===== config.mk =====
export PLATFORM = sky130hd
export DESIGN_NAME = cfr_regs
export DESIGN_NICKNAME = d
export VERILOG_FILES = /design/src/hw/cfr_pkg.sv /design/src/hw/cfr_regs.sv
export VERILOG_INCLUDE_DIRS = /design/src /design/src/hw
export SDC_FILE = /design/constraint.sdc
export NUM_CORES = 1
export LEC_CHECK = 0
export BUFFER_PORTS_ARGS = -buffer_cell sky130_fd_sc_hd__buf_4
export CAP_MARGIN = 0
export CORE_AREA = 2 2 93 113
export CTS_CLUSTER_SIZE = 16
export DETAILED_ROUTE_END_ITERATION = 6
export DIE_AREA = 0 0 95 115
export PLACE_DENSITY = 0.74
export SETUP_SLACK_MARGIN = 0.1
export SKIP_LAST_GASP = 1
export SLEW_MARGIN = 0
export SYNTH_ARGS = -nofsm -noshare
export SYNTH_HDL_FRONTEND = slang
export SYNTH_SLANG_ARGS = --single-unit
export TNS_END_PERCENT = 30

===== constraint.sdc =====
create_clock -name mclk_i -period 1.9 [get_ports mclk_i]
set_input_delay 0.095 -clock mclk_i [delete_from_list [all_inputs] [get_ports mclk_i]]
set_output_delay 0.095 -clock mclk_i [all_outputs]
set_load 0.02 [all_outputs]

===== src/hw/cfr_cfg.svh =====
// address map, field positions and timing for the card function registers
`ifndef CFR_CFG_SVH
`define CFR_CFG_SVH
`define CFR_F0_STAT 13'h1022
`define CFR_F0_PIN 13'h1024
`define CFR_F0_RING 13'h1028
`define CFR_F0_BASE_LO 13'h102A
`define CFR_F0_BASE_HI 13'h102C
`define CFR_F0_MASK 13'h1032
`define CFR_F1_STAT 13'h1042
`define CFR_F1_PIN 13'h1044
`define CFR_F1_RING 13'h1048
`define CFR_F1_BASE_LO 13'h104A
`define CFR_F1_BASE_HI 13'h104C
`define CFR_F1_MASK 13'h1052
`define CFR_ST_CHANGED 7
`define CFR_ST_GATE 6
`define CFR_ST_EIGHT 5
`define CFR_ST_AUDIO 3
`define CFR_ST_PDOWN 2
`define CFR_ST_INTR 1
`define CFR_ST_RETRIG 0
`define CFR_PIN_RDYCHG 5
`define CFR_PIN_RDYLIVE 1
`define CFR_PIN_CLR_VAL 8'h02
`define CFR_RING_EVT 4
`define CFR_RING_EN 0
`define CFR_RING_CLR_VAL 8'h10
`define CFR_RST_BYTE 8'h00
`define CFR_PULSE_CYC 16
`define CFR_LOW_MIN_NS 500
`define CFR_CLK_NS 5
`define CFR_LOW_CYC ((`CFR_LOW_MIN_NS + `CFR_CLK_NS - 1) / `CFR_CLK_NS)
`endif


===== src/hw/cfr_pkg.sv =====
// types shared by the card function register bank
package cfr_pkg;
  typedef enum logic [1:0] {
    CFR_IDLE = 2'b00,
    CFR_PULSE = 2'b01,
    CFR_GAP = 2'b10
  } cfr_irq_e;
  typedef struct packed {
    logic [12:0] addr;
    logic [7:0] wdata;
    logic wr;
    logic rd;
  } cfr_bus_s;
  typedef struct packed {
    logic irq;
    logic ready;
    logic ring_n;
    logic configured;
    logic irq_enable;
  } cfr_func_s;
endpackage


===== src/hw/cfr_regs.sv =====
// function status, pin mirror, ring event and io window registers
`include "cfr_cfg.svh"

// Behaviour
// - changed bit set whenever any pin-register change bit is one.
// - status-change output when changed and gate set, in io mode.
// - speaker out follows speaker in when an audio bit set and configured.
// - power-down drops power control and floats function signals.
// - interrupt-pending bit follows the function irq input.
// - retrigger mode zero ignores writes to interrupt-pending bit.
// - retrigger mode one, writing zero re-evaluates inputs, new pulse.
// - host irq driven by OR of enabled function interrupts.
// - pulse mode retrigger is high-low-high, low at least 0.5 us.
// - level mode retrigger is low-high-low then stays low.
// - retrigger mode and pending writes are shared by both functions.
// - ready-changed set on ready toggle, cleared by writing 02h.
// - ready live bit mirrors ready pin; other bits unimplemented.
// - ring event latched when enabled, cleared by writing 10h.
// - latched ring event with enable forces the changed bit.
// - base is 13 bits: low byte 7-0, high byte 12-8.
// - at most 13 host address lines decoded, 8k space.
// - mask one bits excluded from window compare.
// - window naturally aligned; masked base bits ignored.
// - level select one gives level mode, zero pulse mode.
// - pulse-mode interrupt lasts 100 master clocks, the larger of 16 and 0.5 us.
// - irq counts only while function irq enable is one.
module cfr_regs #(
  parameter int NFUNC = 2,
  parameter int AW = 13
) (
  input wire logic mclk_i,
  input wire logic rst_n_i,
  input wire logic ce_i,
  input wire cfr_pkg::cfr_bus_s bus_i,
  input wire logic io_mode_i,
  input wire logic level_irq_select_i,
  input wire cfr_pkg::cfr_func_s [1:0] func_i,
  input wire logic speaker_in_i,
  input wire logic [12:0] io_addr_i,
  output logic [7:0] rdata_o,
  output logic status_change_n_o,
  output logic host_irq_n_o,
  output logic speaker_out_n_o,
  output logic [1:0] function_power_ctl_o,
  output logic [1:0] function_oe_n_o,
  output logic [1:0] func_select_o
);
  import cfr_pkg::*;

  // the decode and register map are fixed to this shape
  if (NFUNC != 2 || AW != 13) begin : g_bad_params
    $error("cfr_regs serves two functions and 13 address lines only");
  end

  localparam int LOW_CYC = `CFR_LOW_CYC;
  localparam int HOLD_CYC = (LOW_CYC > `CFR_PULSE_CYC) ? LOW_CYC :
                            `CFR_PULSE_CYC;

  logic [1:0] gate_r, eight_r, audio_r, pdown_r;
  logic retrig_r;
  logic [1:0] rdychg_r, ready_q_r, ring_evt_r, ring_en_r;
  logic [1:0][12:0] base_r;
  logic [1:0][7:0] mask_r;
  cfr_irq_e irq_st_r;
  logic [7:0] cnt_r;
  logic [1:0] intr_live;
  logic [1:0] changed;
  logic any_req;
  logic retrig_kick;

  function automatic logic wr_at(input logic [12:0] a);
    wr_at = bus_i.wr && (bus_i.addr == a);
  endfunction

  function automatic logic [12:0] off(input int f, input logic [12:0] a0,
                                      input logic [12:0] a1);
    off = (f == 0) ? a0 : a1;
  endfunction

  always_comb begin
    retrig_kick = 1'b0;
    for (int f = 0; f < 2; f++) begin
      if (wr_at(off(f, `CFR_F0_STAT, `CFR_F1_STAT)) &&
          !bus_i.wdata[`CFR_ST_INTR] && retrig_r) begin
        retrig_kick = 1'b1;
      end
    end
  end

  generate
    for (genvar g = 0; g < 2; g++) begin : g_func
      localparam logic [12:0] A_ST = (g == 0) ? `CFR_F0_STAT : `CFR_F1_STAT;
      localparam logic [12:0] A_PIN = (g == 0) ? `CFR_F0_PIN : `CFR_F1_PIN;
      localparam logic [12:0] A_RI = (g == 0) ? `CFR_F0_RING : `CFR_F1_RING;
      localparam logic [12:0] A_BL =
        (g == 0) ? `CFR_F0_BASE_LO : `CFR_F1_BASE_LO;
      localparam logic [12:0] A_BH =
        (g == 0) ? `CFR_F0_BASE_HI : `CFR_F1_BASE_HI;
      localparam logic [12:0] A_MK = (g == 0) ? `CFR_F0_MASK : `CFR_F1_MASK;

      // pending bit is live; host writes never store it
      assign intr_live[g] = func_i[g].irq;
      assign changed[g] = rdychg_r[g] |
                          (ring_evt_r[g] & ring_en_r[g]);

      always_ff @(posedge mclk_i) begin
        if (!rst_n_i) begin
          gate_r[g] <= 1'b0;
          eight_r[g] <= 1'b0;
          audio_r[g] <= 1'b0;
          pdown_r[g] <= 1'b0;
        end else if (ce_i && wr_at(A_ST)) begin
          gate_r[g] <= bus_i.wdata[`CFR_ST_GATE];
          eight_r[g] <= bus_i.wdata[`CFR_ST_EIGHT];
          audio_r[g] <= bus_i.wdata[`CFR_ST_AUDIO];
          pdown_r[g] <= bus_i.wdata[`CFR_ST_PDOWN];
        end
      end

      always_ff @(posedge mclk_i) begin
        if (!rst_n_i) begin
          ready_q_r[g] <= 1'b0;
          rdychg_r[g] <= 1'b0;
        end else if (ce_i) begin
          ready_q_r[g] <= func_i[g].ready;
          // a toggle in the clearing cycle keeps the flag set
          if (ready_q_r[g] != func_i[g].ready) begin
            rdychg_r[g] <= 1'b1;
          end else if (wr_at(A_PIN) && bus_i.wdata == `CFR_PIN_CLR_VAL) begin
            rdychg_r[g] <= 1'b0;
          end
        end
      end

      always_ff @(posedge mclk_i) begin
        if (!rst_n_i) begin
          ring_en_r[g] <= 1'b0;
          ring_evt_r[g] <= 1'b0;
        end else if (ce_i) begin
          if (wr_at(A_RI)) begin
            ring_en_r[g] <= bus_i.wdata[`CFR_RING_EN];
          end
          if (!func_i[g].ring_n && ring_en_r[g]) begin
            ring_evt_r[g] <= 1'b1;
          end else if (wr_at(A_RI) && bus_i.wdata == `CFR_RING_CLR_VAL) begin
            ring_evt_r[g] <= 1'b0;
          end
        end
      end

      always_ff @(posedge mclk_i) begin
        if (!rst_n_i) begin
          base_r[g] <= 13'h0000;
          mask_r[g] <= `CFR_RST_BYTE;
        end else if (ce_i) begin
          if (wr_at(A_BL)) begin
            base_r[g][7:0] <= bus_i.wdata;
          end
          if (wr_at(A_BH)) begin
            base_r[g][12:8] <= bus_i.wdata[4:0];
          end
          if (wr_at(A_MK)) begin
            mask_r[g] <= bus_i.wdata;
          end
        end
      end

      // compare only unmasked lines, so the window aligns to its size
      always_ff @(posedge mclk_i) begin
        if (!rst_n_i) begin
          func_select_o[g] <= 1'b0;
        end else if (ce_i) begin
          func_select_o[g] <= !pdown_r[g] &&
            func_i[g].configured &&
            (((io_addr_i ^ base_r[g]) &
              ~{5'h00, mask_r[g]}) == 13'h0000);
        end
      end

      always_ff @(posedge mclk_i) begin
        if (!rst_n_i) begin
          function_power_ctl_o[g] <= 1'b0;
          function_oe_n_o[g] <= 1'b1;
        end else if (ce_i) begin
          function_power_ctl_o[g] <= !pdown_r[g];
          function_oe_n_o[g] <= pdown_r[g];
        end
      end
    end
  endgenerate

  // retrigger mode is one shared bit for both status registers
  always_ff @(posedge mclk_i) begin
    if (!rst_n_i) begin
      retrig_r <= 1'b0;
    end else if (ce_i && (wr_at(`CFR_F0_STAT) || wr_at(`CFR_F1_STAT))) begin
      retrig_r <= bus_i.wdata[`CFR_ST_RETRIG];
    end
  end

  always_comb begin
    any_req = 1'b0;
    for (int f = 0; f < 2; f++) begin
      any_req = any_req |
                (intr_live[f] & func_i[f].irq_enable);
    end
  end

  // host irq sequencer; pulse holds 100 clocks, never under 0.5 us
  always_ff @(posedge mclk_i) begin
    if (!rst_n_i) begin
      irq_st_r <= CFR_IDLE;
      cnt_r <= 8'h00;
      host_irq_n_o <= 1'b1;
    end else if (ce_i) begin
      case (irq_st_r)
        CFR_IDLE: begin
          if (level_irq_select_i) begin
            host_irq_n_o <= !any_req;
            if (retrig_kick && any_req) begin
              host_irq_n_o <= 1'b1;
              cnt_r <= 8'(HOLD_CYC - 1);
              irq_st_r <= CFR_GAP;
            end
          end else begin
            host_irq_n_o <= 1'b1;
            if (any_req) begin
              host_irq_n_o <= 1'b0;
              cnt_r <= 8'(HOLD_CYC - 1);
              irq_st_r <= CFR_PULSE;
            end
          end
        end
        CFR_PULSE: begin
          if (cnt_r == 8'h00) begin
            host_irq_n_o <= 1'b1;
            irq_st_r <= CFR_GAP;
          end else begin
            cnt_r <= cnt_r - 8'h01;
          end
        end
        CFR_GAP: begin
          // pulse mode waits for release or a retrigger
          if (level_irq_select_i) begin
            if (cnt_r == 8'h00) begin
              host_irq_n_o <= !any_req;
              irq_st_r <= CFR_IDLE;
            end else begin
              cnt_r <= cnt_r - 8'h01;
            end
          end else if (!any_req) begin
            irq_st_r <= CFR_IDLE;
          end else if (retrig_kick) begin
            host_irq_n_o <= 1'b0;
            cnt_r <= 8'(HOLD_CYC - 1);
            irq_st_r <= CFR_PULSE;
          end
        end
        default: begin
          irq_st_r <= CFR_IDLE;
          host_irq_n_o <= 1'b1;
        end
      endcase
    end
  end

  always_ff @(posedge mclk_i) begin
    if (!rst_n_i) begin
      status_change_n_o <= 1'b1;
      speaker_out_n_o <= 1'b1;
    end else if (ce_i) begin
      status_change_n_o <= !(io_mode_i &&
        |(changed & gate_r));
      speaker_out_n_o <= !(speaker_in_i &&
        |(audio_r & {func_i[1].configured, func_i[0].configured}));
    end
  end

  always_ff @(posedge mclk_i) begin
    if (!rst_n_i) begin
      rdata_o <= 8'h00;
    end else if (ce_i && bus_i.rd) begin
      rdata_o <= 8'h00;
      for (int f = 0; f < 2; f++) begin
        if (bus_i.addr == off(f, `CFR_F0_STAT, `CFR_F1_STAT)) begin
          rdata_o <= {changed[f], gate_r[f], eight_r[f], 1'b0,
                      audio_r[f], pdown_r[f], intr_live[f], retrig_r};
        end
        if (bus_i.addr == off(f, `CFR_F0_PIN, `CFR_F1_PIN)) begin
          rdata_o <= {2'b00, rdychg_r[f], 3'b000, ready_q_r[f], 1'b0};
        end
        if (bus_i.addr == off(f, `CFR_F0_RING, `CFR_F1_RING)) begin
          rdata_o <= {3'b000, ring_evt_r[f], 3'b000, ring_en_r[f]};
        end
        if (bus_i.addr == off(f, `CFR_F0_BASE_LO, `CFR_F1_BASE_LO)) begin
          rdata_o <= base_r[f][7:0];
        end
        if (bus_i.addr == off(f, `CFR_F0_BASE_HI, `CFR_F1_BASE_HI)) begin
          rdata_o <= {3'b000, base_r[f][12:8]};
        end
        if (bus_i.addr == off(f, `CFR_F0_MASK, `CFR_F1_MASK)) begin
          rdata_o <= mask_r[f];
        end
      end
    end
  end

  property p_pulse_len;
    @(posedge mclk_i) disable iff (!rst_n_i)
    $fell(host_irq_n_o) && !level_irq_select_i && ce_i ##1 ce_i[*8]
    |-> !host_irq_n_o;
  endproperty
  a_pulse_len: assert property (p_pulse_len)
    else $error("pulse low shorter than expected");

  property p_stschg;
    @(posedge mclk_i) disable iff (!rst_n_i)
    ce_i && !io_mode_i |=> status_change_n_o;
  endproperty
  a_stschg: assert property (p_stschg)
    else $error("status change outside io mode");

  property p_gate;
    @(posedge mclk_i) disable iff (!rst_n_i)
    ce_i && ((changed & gate_r) == 2'b00) |=> status_change_n_o;
  endproperty
  a_gate: assert property (p_gate)
    else $error("status change without gated change");

  property p_pwr;
    @(posedge mclk_i) disable iff (!rst_n_i)
    ce_i && pdown_r[0] |=> !function_power_ctl_o[0] && function_oe_n_o[0];
  endproperty
  a_pwr: assert property (p_pwr)
    else $error("powered-down function still driven");

  property p_spk;
    @(posedge mclk_i) disable iff (!rst_n_i)
    ce_i && audio_r == 2'b00 |=> speaker_out_n_o;
  endproperty
  a_spk: assert property (p_spk)
    else $error("speaker active with audio off");

  // a pin toggle must leave the flag set, even against a clear
  property p_rdy;
    @(posedge mclk_i) disable iff (!rst_n_i)
    ce_i && (func_i[0].ready != ready_q_r[0]) |=> rdychg_r[0];
  endproperty
  a_rdy: assert property (p_rdy)
    else $error("ready change missed");

  property p_ring;
    @(posedge mclk_i) disable iff (!rst_n_i)
    ce_i && !func_i[0].ring_n && ring_en_r[0] |=> ring_evt_r[0];
  endproperty
  a_ring: assert property (p_ring)
    else $error("ring event not latched");

  property p_lvl;
    @(posedge mclk_i) disable iff (!rst_n_i)
    ce_i && irq_st_r == CFR_IDLE && level_irq_select_i && !any_req
    |=> host_irq_n_o;
  endproperty
  a_lvl: assert property (p_lvl)
    else $error("level irq asserted without request");

  property p_sel;
    @(posedge mclk_i) disable iff (!rst_n_i)
    ce_i && pdown_r[1] |=> !func_select_o[1];
  endproperty
  a_sel: assert property (p_sel)
    else $error("powered-down function selected");

  c_pulse: cover property (@(posedge mclk_i) $fell(host_irq_n_o));
  c_retrig: cover property (@(posedge mclk_i) retrig_kick && any_req);
  c_ring: cover property (@(posedge mclk_i) $rose(ring_evt_r[1]));
  c_lvl_gap: cover property (@(posedge mclk_i)
    irq_st_r == CFR_GAP && level_irq_select_i);
endmodule


==> results of run 1 <==
==> critical path: cells and delay by family (launching register included) <==
kind	cells	cell delay (ns)
buffers and inverters	2	0.10
and+or+nand+nor	1	0.42
DFF	1	0.36
adders and majority gates	1	0.26
AOI/OAI and AO/OA	3	0.62
==> sequential cells by signal (all words and copies together) (netlist names) <==
| register | count |
|---|---|
| function_oe_n_o | 2 |
| function_power_ctl_o | 2 |
| irq_st_r | 2 |
| ready_q_r | 2 |
| base_r | 26 |
| speaker_out_n_o | 1 |
| eight_r | 2 |
| func_select_o | 2 |
| retrig_r | 1 |
| rdychg_r | 2 |
| audio_r | 2 |
| mask_r | 16 |
| status_change_n_o | 1 |
| rdata_o | 8 |
| ring_evt_r | 2 |
| pdown_r | 2 |
| ring_en_r | 2 |
| host_irq_n_o | 1 |
| cnt_r | 8 |
| gate_r | 2 |
==> stage by stage <==
stage	hold slack (ns)	power, mW	std cells
after global routing	0.0144	4.55	855
after CTS	0.00846	4.41	854
after floorplan	0.231	2.29	617
after detailed placement	0.362	2.62	835
after global placement	0.351	2.60	835
final	0.0164	4.40	855
==> how the worst min path moves through the flow <==
stage / start / to / slack [ns] / cells after the start
after floorplan: bus_i[6] / base_r[25]$_SDFFE_PN0P_ / 0.23 / 2
after global placement: func_i[8] / ready_q_r[1]$_SDFFE_PN0P_ / 0.35 / 3
after detailed placement: func_i[8] / ready_q_r[1]$_SDFFE_PN0P_ / 0.36 / 3
after CTS: rst_n_i / status_change_n_o$_SDFFE_PN1P_ / 0.008 / 2
after global routing: rst_n_i / status_change_n_o$_SDFFE_PN1P_ / 0.01 / 2
final: func_i[3] / ready_q_r[0]$_SDFFE_PN0P_ / 0.02 / 3
==> kinds of logic (layout without fill, tap and decap cells) <==
logic type,after synthesis,after routing,share of synthesized area [%]
DFF,86,86,34.1
buffers and inverters,49,161,4.06
xor gates and xnor gates,31,31,5.37
muxes,43,43,8.62
AOI/OAI and AO/OA,163,163,20.6
and+or+nand+nor,239,239,25.8
adders and majority gates,6,6,1.49
==> metal layers <==
metal  wire length [um]  part of all wire, %  up-vias
li1                   -                    -     2469
met1               7030                   38     2540
met2               9110                   49      301
met3               1490                  8.0       65
met4                884                  4.8        0
met5                  0                    0        -
==> cell type report <==
cell class	instances	share of cell area, %
inverters	14	0.816
multi-input cells	482	49.5
clock buffers	9	3.50
flip-flops and latches	86	26.9
well taps	126	2.45
clock inverters	6	1.09
repair buffers	132	15.8
==> what timing repair did <==
action,in CTS,in global routing
pin swaps,5,1
resized for setup,7,3
endpoints found under the setup margin,11,12
setup buffers,4,1
==> power groups by stage <==
stage / Sequential, mW / Clock [mW] / Combinational [mW]
CTS: 1.87 / 1.81 / 0.734
detailed placement: 1.91 / 0 / 0.711
global route: 1.87 / 1.87 / 0.813
finish: 1.87 / 1.78 / 0.757
global placement: 1.91 / 0 / 0.697
floorplan: 1.92 / 0 / 0.376
==> cells in the mapped netlist (all sizes together) (3+ instances only) <==
| cell type | n |
|---|---|
| nand2b | 4 |
| nor2b | 7 |
| dfxtp | 86 |
| nor4 | 15 |
| buf | 12 |
| clkbuf | 23 |
| a31oi | 6 |
| a32oi | 4 |
| nand3b | 11 |
| nand4b | 3 |
| or4bb | 3 |
| xor2 | 13 |
| nor2 | 73 |
| a211oi | 4 |
| a22o | 5 |
| inv | 14 |
| nor3 | 18 |
| nor4b | 5 |
| nand2 | 54 |
| xnor2 | 18 |
| mux2i | 39 |
| o22ai | 12 |
| o21ai | 42 |
| a22oi | 9 |
| nand4 | 5 |
| nand3 | 12 |
| ha | 6 |
| a21oi | 52 |
| a2111oi | 5 |
| mux2 | 4 |
| or4 | 7 |
| and2 | 3 |
| a21o | 7 |
| nor4bb | 3 |
| nor3b | 6 |
==> cells in the final DEF (no fill, tap or decap), drive strengths merged, types with 4 or more instances in the layout <==
| cell | count |
|---|---|
| buf | 132 |
| dfxtp | 86 |
| nor2 | 73 |
| nand2 | 54 |
| a21oi | 52 |
| o21ai | 42 |
| mux2i | 39 |
| xnor2 | 18 |
| nor3 | 18 |
| inv | 16 |
| nor4 | 15 |
| xor2 | 13 |
| nand3 | 12 |
| o22ai | 12 |
| nand3b | 11 |
| clkbuf | 9 |
| a22oi | 9 |
| a21o | 7 |
| nor2b | 7 |
| or4 | 7 |
| a31oi | 6 |
| nor3b | 6 |
| ha | 6 |
| nand4 | 5 |
| a22o | 5 |
| nor4b | 5 |
| a2111oi | 5 |
| nand2b | 4 |
| a32oi | 4 |
| mux2 | 4 |
| a211oi | 4 |
==> out/qor.txt, run 1 <==
via count -> 5,375
Setup-failing EPs final -> 0
global-route wire length before repair -> 28.0 mm
IO Port Bufs -> 68
DIE HEIGHT -> 115 um
Final period util -> 96.6%
CP Class -> flip-flop to flip-flop
overall die area -> 10,900 um^2
post-DR wirelength/cell -> 21.6 um
Register Area -> 1730 um^2
clock tree buffer depth -> 2
Gate power share -> 17.2%
core region area -> 9860 um^2
delay of the slowest cell on the worst path -> 0.42 ns
Critical Path Sink Type -> flip-flop
met2 Track Usage GR -> 59.3%
CTS tree -> done
GRT overflow -> 0
reg2reg path depth -> 7
worst slew pin tran -> 0.561 ns
static leakage power -> 2.52 nW
initial antenna violation count -> 0
Core Rows -> 40
Fin Setup TNS -> 0 ns
Max Slew Vio Count -> 0
largest net degree at the start of global routing -> 53
Post-Syn Area per Cell -> 8.19 um^2
Switching Fraction -> 27.6%
Slew HR -> 62.3%
antenna violation net count after detailed routing -> 0
Post-synth EDFFs -> 0
Synth Cell Area -> 5050 um^2
Clk pwr share -> 40.4%
DRT iter0 DRCs -> 415
Reg power frac -> 42.4%
Tot GR Track Use -> 34.2%
Nets -> 783
share of cells above drive strength 1 -> 25.2%
met1 usage -> 40.1%
vias in the first global route -> 5,219
Syn-to-layout area delta -> 27.4%
GR Layer Usage met3 -> 6.68%
Yosys cell types -> 67
num ports -> 69
Initial DRT Pass Iterations -> 5
CP max stage cell -> or4_1
max-cap violations -> 0
Starting Density -> 51.2%
Final Hold Violating Endpoints -> 0
top cell type's share of synthesized area -> 34.1%
# clock sinks -> 86
Final Critical Period -> 1.84 ns
Post-DP Area -> 6070 um^2
outcome -> complete, no violations
# hold bufs at CTS -> 0
worst ir drop on vdd -> 0.641 mV
Mapped Cells -> 617
end of the critical path -> cnt_r[7]$_SDFFE_PN0P_
Final Wtd Congestion -> 0.968
CTS root buf -> clkbuf_16
worst endpoint required time -> 2.17 ns
Worst-path clk slew -> 0.07 ns
Area contributors post-synth -> dfxtp_1 34%, mux2i_1 7.7%, nor2_1 5.4%
NetSw -> 1.22 mW
most frequent CP cell -> inv_2
vias per inst -> 6.29
Finished Cell Area -> 6440 um^2
Synth Net Count -> 675
fillcell total -> 850
Synth Warn # -> 0
largest area contributor in the netlist -> dfxtp_1
RSZ-0062 raised after global routing -> true
Synth Flop Type -> dfxtp_1
WL final -> 18.5 mm
Critical Path Start -> irq_st_r[1]$_SDFFE_PN0P_
area of the multi-input gates -> 3180 um^2
Residual DRC -> 0
worst skew pair latency -> 0.34 ns
Worst Hold Class -> input port to flip-flop
antenna cells -> 0
Power Density -> 684 nW/um^2
Finished Core Util -> 65.3%
reg-to-reg setup timing slack -> 0.06 ns
GRT busiest layer -> met2
Critical Path, Cell by Cell -> inv_2 -> ha_4 -> inv_2 -> a2111oi_4 -> a22oi_2 -> or4_1 -> a21oi_1
Critical Path Source Type -> flip-flop
sequential area share after synthesis -> 34.1%
H-Tree Depth -> 3
Internal -> 3.19 mW
dpl hpwl -> 14.0 mm
FF-to-FF End -> cnt_r[7]$_SDFFE_PN0P_
Yosys reg bits -> 86
Place WS -> -0.101 ns
worst-path fanout max -> 4
Max Freq -> 545 MHz
Die Wd -> 95 um
worst path arrival time -> 2.11 ns
fin worst setup slack -> 0.0649 ns
worst r2r src -> irq_st_r[1]$_SDFFE_PN0P_
skew final -> 0.00756 ns
CTS Buf Count -> 9
post-synthesis async set-or-reset flop share -> 0%
No activity file was read; power rests on OpenSTA's default activity.
==> inputs of run 2 (changes only) <==
CORE_AREA = 2 2 95 116   (was 2 2 93 113)
CTS_CLUSTER_SIZE = 28   (was 16)
DIE_AREA = 0 0 97 118   (was 0 0 95 115)
PLACE_DENSITY = 0.71   (was 0.74)
==> run 2 against run 1 <==
The flow now finishes with violations (setup timing); global-route usage fell by 0.62 points; critical path depth rose by 2; fmax fell by 4.9%; first-iteration DRC count rose by 5.1%; non-clock buffer count rose by 7; cell area rose by 1.8%; routed wire length rose by 3.6%; critical endpoint unchanged.
==> out/qor.txt, run 2 (synthesized netlist as in run 1, its figures left out) <==
delay of the slowest cell on the worst path -> 0.35 ns (-0.07 ns)
CP delay by family, top -> compound AO/OA/AOI/OAI gates
Hold Startpoint -> func_i[8]
Slew HR -> 56.7% (-5.5 points)
DRT iter0 DRCs -> 436 (+5.1%)
met2 Track Usage GR -> 56.2% (-3.2 points)
# clock sinks -> 86 (unchanged)
Critical Path, Cell by Cell -> inv_4 -> ha_4 -> inv_4 -> a2111oi_4 -> a22oi_2 -> buf_4 -> buf_4 -> o21ai_0 -> a21oi_1
reg2reg path depth -> 9 (+2)
clock tree buffer depth -> 2 (unchanged)
initial antenna violation count -> 0 (unchanged)
via count -> 5,420 (+0.84%)
Residual DRC -> 0 (unchanged)
Most flops, register -> base_r
Register Area -> 1730 um^2 (about the same)
Syn-to-layout area delta -> 29.7%
post-DR wirelength/cell -> 22.1 um (+2.3%)
skew final -> 0.00786 ns (+0.000296 ns)
Final Critical Period -> 1.93 ns (+0.0939 ns)
GRT overflow -> 0 (unchanged)
Buffers & Inverters on Critical Path -> 4 (+2)
Worst Hold End -> ready_q_r[1]$_SDFFE_PN0P_
overall die area -> 11,400 um^2 (+4.8%)
outcome -> finished, violations left
Hold WS -> 0.000573 ns (-0.0159 ns)
Setup-failing EPs final -> 1 (+1)
WL final -> 19.2 mm (+3.6%)
CTS tree -> done
area of the multi-input gates -> 3210 um^2 (+0.75%)
GRT busiest layer -> met2
Fin Setup TNS -> -0.0290 ns (-0.0290 ns)
IO Port Bufs -> 68 (unchanged)
Finished Core Util -> 63.6% (-1.7 points)
Pwr Total -> 4.64 mW (+5.5%)
Critical Path Source Type -> flip-flop
GR Layer Usage met3 -> 5.34% (-1.3 points)
CP Class -> flip-flop to flip-flop
Max Slew Vio Count -> 0 (unchanged)
Final Hold Violating Endpoints -> 0 (unchanged)
Top Registers -> base_r x26, mask_r x16
max-cap violations -> 0 (unchanged)
Stages on worst setup path -> 9 (+2)
CTS root buf -> clkbuf_16
worst path arrival time -> 2.13 ns (+0.02 ns)
Starting Density -> 49.0% (-2.2 points)
Max Freq -> 518 MHz (-4.9%)
share of cells above drive strength 1 -> 26.3% (+1.1 points)
core region area -> 10,300 um^2 (+4.6%)
hold path depth -> 3 (unchanged)
CP max stage cell -> dfxtp_2
worst endpoint required time -> 2.10 ns (-0.07 ns)
worst slew pin tran -> 0.648 ns (+0.0872 ns)
fin cells -> 866 (+1.3%)
CTS Buf Count -> 9 (unchanged)
worst ir drop on vdd -> 0.589 mV (-8.2%)
largest net degree at the start of global routing -> 33 (-38%)
Worst Hold Class -> input port to flip-flop
Power Density -> 708 nW/um^2 (+3.6%)
Worst-path clk slew -> 0.07 ns (about the same)
worst skew pair latency -> 0.34 ns (about the same)
Nets -> 790 (+0.89%)
violations in the final reports -> setup timing
Die Wd -> 97 um (+2.1%)
dpl hpwl -> 14.8 mm (+5.8%)
Core Rows -> 41 (+2.5%)
Tot GR Track Use -> 33.6% (-0.62 points)
fillcell total -> 907 (+6.7%)
FF-to-FF End -> cnt_r[7]$_SDFFE_PN0P_
Final Wtd Congestion -> 0.986 (+1.8%)
worst r2r src -> irq_st_r[0]$_SDFFE_PN0P_
antenna cells -> 0 (unchanged)
num ports -> 69 (unchanged)
Critical Path Sink Type -> flip-flop
Initial DRT Pass Iterations -> 5 (unchanged)
global-route wire length before repair -> 30.0 mm (+7.1%)
fin worst setup slack -> -0.0290 ns (-0.0939 ns)
number of flip-flops in the largest register -> 26 (unchanged)
Placed Cells -> 843 (+0.96%)
vias in the first global route -> 5,351 (+2.5%)
reg-to-reg setup timing slack -> -0.03 ns (-0.09 ns)
worst-path fanout max -> 3 (-1)
most common cell after layout, fill and taps aside -> buf_4
most frequent cells in the layout -> 137 x buf_4, 83 x dfxtp_1, 71 x nor2_1, 53 x nand2_1, 51 x a21oi_1
Final period util -> 102% (+4.9 points)
DIE HEIGHT -> 118 um (+2.6%)
vias per inst -> 6.26 (-0.44%)
static leakage power -> 2.58 nW (+2.3%)
antenna violation net count after detailed routing -> 0 (unchanged)
met1 usage -> 41.1% (+1.0 points)
RSZ-0062 raised after global routing -> true
H-Tree Depth -> 3 (unchanged)
-- run 2: cell count changes in the layout (fill, tap and decap cells not counted), sizes merged --
| cell | before | now |
|---|---|---|
| buf | 132 | 139 |
| clkbuf | 9 | 11 |
| clkinvlp | 2 | 0 |
| bufinv | 1 | 2 |
-- run 2: area by class of cell --
type / count / share of cell area, %
sequential: 86 / 26.4
multi-input combinational: 482 / 48.9
tap: 129 / 2.46
clock inverter: 5 / 1.36
timing repair buffer: 139 / 16.3
inverter: 14 / 0.878
clock buffer: 11 / 3.70
-- run 2: worst max path at each step --
stage / startpoint / to / slack (ns)
global placement: bus_i[19] / rdata_o[4]$_SDFFE_PN0P_ / -0.07
floorplan: bus_i[19] / rdata_o[4]$_SDFFE_PN0P_ / 0.05
global route: irq_st_r[0]$_SDFFE_PN0P_ / cnt_r[2]$_SDFFE_PN0P_ / -0.08
detailed placement: bus_i[19] / rdata_o[0]$_SDFFE_PN0P_ / -0.12
finish: irq_st_r[0]$_SDFFE_PN0P_ / cnt_r[7]$_SDFFE_PN0P_ / -0.03
CTS: irq_st_r[0]$_SDFFE_PN0P_ / cnt_r[2]$_SDFFE_PN0P_ / 0.04
-- run 2: layer usage --
metal	share of wire [%]	up-vias	wire [um]
li1	-	2482	-
met1	40	2625	7570
met2	48	248	9300
met3	6.3	65	1210
met4	5.7	0	1090
met5	0	-	0
-- run 2: power by group --
group	leakage (nW)	total (mW)	switching [mW]	internal, mW
Combinational	1.72	0.792	0.446	0.346
Sequential	0.698	1.87	0.0271	1.84
Clock	0.162	1.99	0.780	1.21
Total	2.58	4.64	1.25	3.39
-- run 2: worst reg2reg max path, delay by kind of cell, from the launching register on --
kind	cells	cell delay, ns
AOI/OAI and AO/OA	4	0.79
buffers and inverters	4	0.38
DFF	1	0.35
adders and majority gates	1	0.27
-- run 2: per-stage QoR --
| stage | cell area [um^2] | setup WS [ns] |
|---|---|---|
| final | 6560 | -0.0290 |
| after global routing | 6560 | -0.0762 |
| after CTS | 6520 | 0.0351 |
| after detailed placement | 6110 | -0.119 |
| after global placement | 6110 | -0.0700 |
| after floorplan | 5100 | 0.0509 |
-- run 2: repair_timing --
item	4_1_cts	5_1_grt
buffers inserted	6	1
hold buffers	0	0
gates resized for setup	8	7
pin swaps	6	1
endpoints found under the setup margin	11	12
==> inputs of run 3 (changes only) <==
CTS_BUF_LIST = sky130_fd_sc_hd__clkbuf_16   (was unset)
HOLD_SLACK_MARGIN = 0.08   (was unset)
==> run 3 against run 2 <==
Clock-buffer cell count down 2; final cell count up 1.4%; utilization up 1.0 points; sequential power about the same; register-to-register slack improved by 0.03 ns; largest power group unchanged; setup slack improved by 0.030 ns; highest routed layer unchanged; largest cell class unchanged; sequential cell count stayed put; clock power fell by 3%; the flow now finishes without violations.
==> out/qor.txt, run 3 (synthesized netlist as in run 1, its figures left out) <==
num ports -> 69 (unchanged)
Core Rows -> 41 (unchanged)
CP Class -> flip-flop to flip-flop
Slew HR -> 57.2% (+0.50 points)
worst skew pair latency -> 0.34 ns (about the same)
Fin Setup TNS -> 0 ns (+0.0290 ns)
RSZ-0062 raised after global routing -> true
overall die area -> 11,400 um^2 (unchanged)
Starting Density -> 49.0% (unchanged)
Post-DP Area -> 6110 um^2 (unchanged)
CTS tree -> done
Worst Hold Class -> input port to flip-flop
Tot GR Track Use -> 33.9% (+0.23 points)
GR Layer Usage met3 -> 5.52% (+0.18 points)
vias per inst -> 6.22 (-0.69%)
skew final -> 0.00756 ns (-0.000302 ns)
worst slew pin tran -> 0.640 ns (-0.00791 ns)
IO Port Bufs -> 68 (unchanged)
Placed Cells -> 843 (unchanged)
H-Tree Depth -> 3 (unchanged)
global-route wire length before repair -> 30.2 mm (+0.57%)
share of cells above drive strength 1 -> 25.9% (-0.42 points)
Most flops, register -> base_r
static leakage power -> 2.62 nW (+1.6%)
post-DR wirelength/cell -> 21.9 um (-0.94%)
Worst-path clk slew -> 0.07 ns (about the same)
Setup-failing EPs final -> 0 (-1)
Final Hold Violating Endpoints -> 0 (unchanged)
most frequent cells in the layout -> 137 x buf_4, 83 x dfxtp_1, 71 x nor2_1, 53 x nand2_1, 51 x a21oi_1
WL final -> 19.3 mm (+0.43%)
Finished Cell Area -> 6660 um^2 (+1.6%)
core region area -> 10,300 um^2 (unchanged)
Final period util -> 100% (-1.6 points)
antenna cells -> 0 (unchanged)
DRT iter0 DRCs -> 394 (-9.6%)
most common cell after layout, fill and taps aside -> buf_4
Power Density -> 692 nW/um^2 (-2.3%)
antenna violation net count after detailed routing -> 0 (unchanged)
Finished Core Util -> 64.6% (+1.0 points)
reg-to-reg setup timing slack -> 0.0005 ns (+0.03 ns)
fin cells -> 878 (+1.4%)
via count -> 5,457 (+0.68%)
Hold WS -> 0.0976 ns (+0.0970 ns)
fillcell total -> 893 (-1.5%)
vias in the first global route -> 5,381 (+0.56%)
number of flip-flops in the largest register -> 26 (unchanged)
largest net degree at the start of global routing -> 33 (unchanged)
CTS Buf Count -> 9 (unchanged)
worst endpoint required time -> 2.10 ns (about the same)
met1 usage -> 41.2% (+0.044 points)
worst ir drop on vdd -> 0.593 mV (+0.72%)
Max Freq -> 526 MHz (+1.6%)
Residual DRC -> 0 (unchanged)
Nets -> 802 (+1.5%)
GRT busiest layer -> met2
Pwr Total -> 4.61 mW (-0.77%)
Top Registers -> base_r x26, mask_r x16
initial antenna violation count -> 0 (unchanged)
dpl hpwl -> 14.8 mm (unchanged)
met2 Track Usage GR -> 56.9% (+0.78 points)
DIE HEIGHT -> 118 um (unchanged)
fin worst setup slack -> 0.000543 ns (+0.0296 ns)
CTS root buf -> clkbuf_16
max-cap violations -> 0 (unchanged)
Die Wd -> 97 um (unchanged)
Final Critical Period -> 1.90 ns (-0.0296 ns)
outcome -> complete, no violations
Max Slew Vio Count -> 0 (unchanged)
Syn-to-layout area delta -> 31.8%
Critical Path Sink Type -> flip-flop
Final Wtd Congestion -> 0.986 (unchanged)
worst-path fanout max -> 3 (unchanged)
worst path arrival time -> 2.10 ns (-0.03 ns)
GRT overflow -> 0 (unchanged)
Place WS -> -0.119 ns (unchanged)
Critical Path Source Type -> flip-flop
clock tree buffer depth -> 2 (unchanged)
# clock sinks -> 86 (unchanged)
Initial DRT Pass Iterations -> 5 (unchanged)
## run 3: power breakdown
group / leakage (nW) / switching (mW) / internal (mW) / total (mW)
Combinational: 1.76 / 0.451 / 0.358 / 0.809
Clock: 0.161 / 0.773 / 1.16 / 1.93
Sequential: 0.698 / 0.0273 / 1.84 / 1.87
Total: 2.62 / 1.25 / 3.36 / 4.61
## run 3: metal layers
layer | vias to the layer above | routed length (um)
li1 | 2516 | -
met1 | 2592 | 7640
met2 | 282 | 9360
met3 | 67 | 1220
met4 | 0 | 1040
met5 | - | 0
## run 3: layout make-up
class | count | area, um^2 | share of cell area (%)
Clock buffer | 9 | 225 | 3.38
Clock inverter | 7 | 96.3 | 1.45
Inverter | 14 | 57.6 | 0.864
Multi-Input combinational cell | 482 | 3200 | 48.1
Sequential cell | 86 | 1730 | 25.9
Tap cell | 129 | 161 | 2.42
Timing Repair Buffer | 151 | 1190 | 17.9
## run 3: worst paths after layout
kind	start	end	depth (start not counted)
setup / recovery	irq_st_r[0]$_SDFFE_PN0P_	cnt_r[7]$_SDFFE_PN0P_	9
hold / removal	ce_i	rdychg_r[0]$_SDFFE_PN0P_	3
setup reg to reg	irq_st_r[0]$_SDFFE_PN0P_	cnt_r[7]$_SDFFE_PN0P_	9
hold reg to reg	func_select_o[1]$_SDFFE_PN0P_	func_select_o[1]$_SDFFE_PN0P_	2
## run 3: repair_timing
action                     CTS  global route
hold endpoints to repair    19             0
hold buffers                12             0
resized for setup            8             8
buffers inserted             6             1
pin swaps                    6             1
setup endpoints to repair   11            12
## run 3: worst max-delay path, stage by stage (launching register included)
cell	delay (ns)
dfxtp_2	0.35
inv_4	0.05
ha_4	0.27
inv_4	0.04
a2111oi_4	0.34
a22oi_2	0.14
buf_4	0.16
buf_4	0.13
o21ai_0	0.18
a21oi_1	0.09
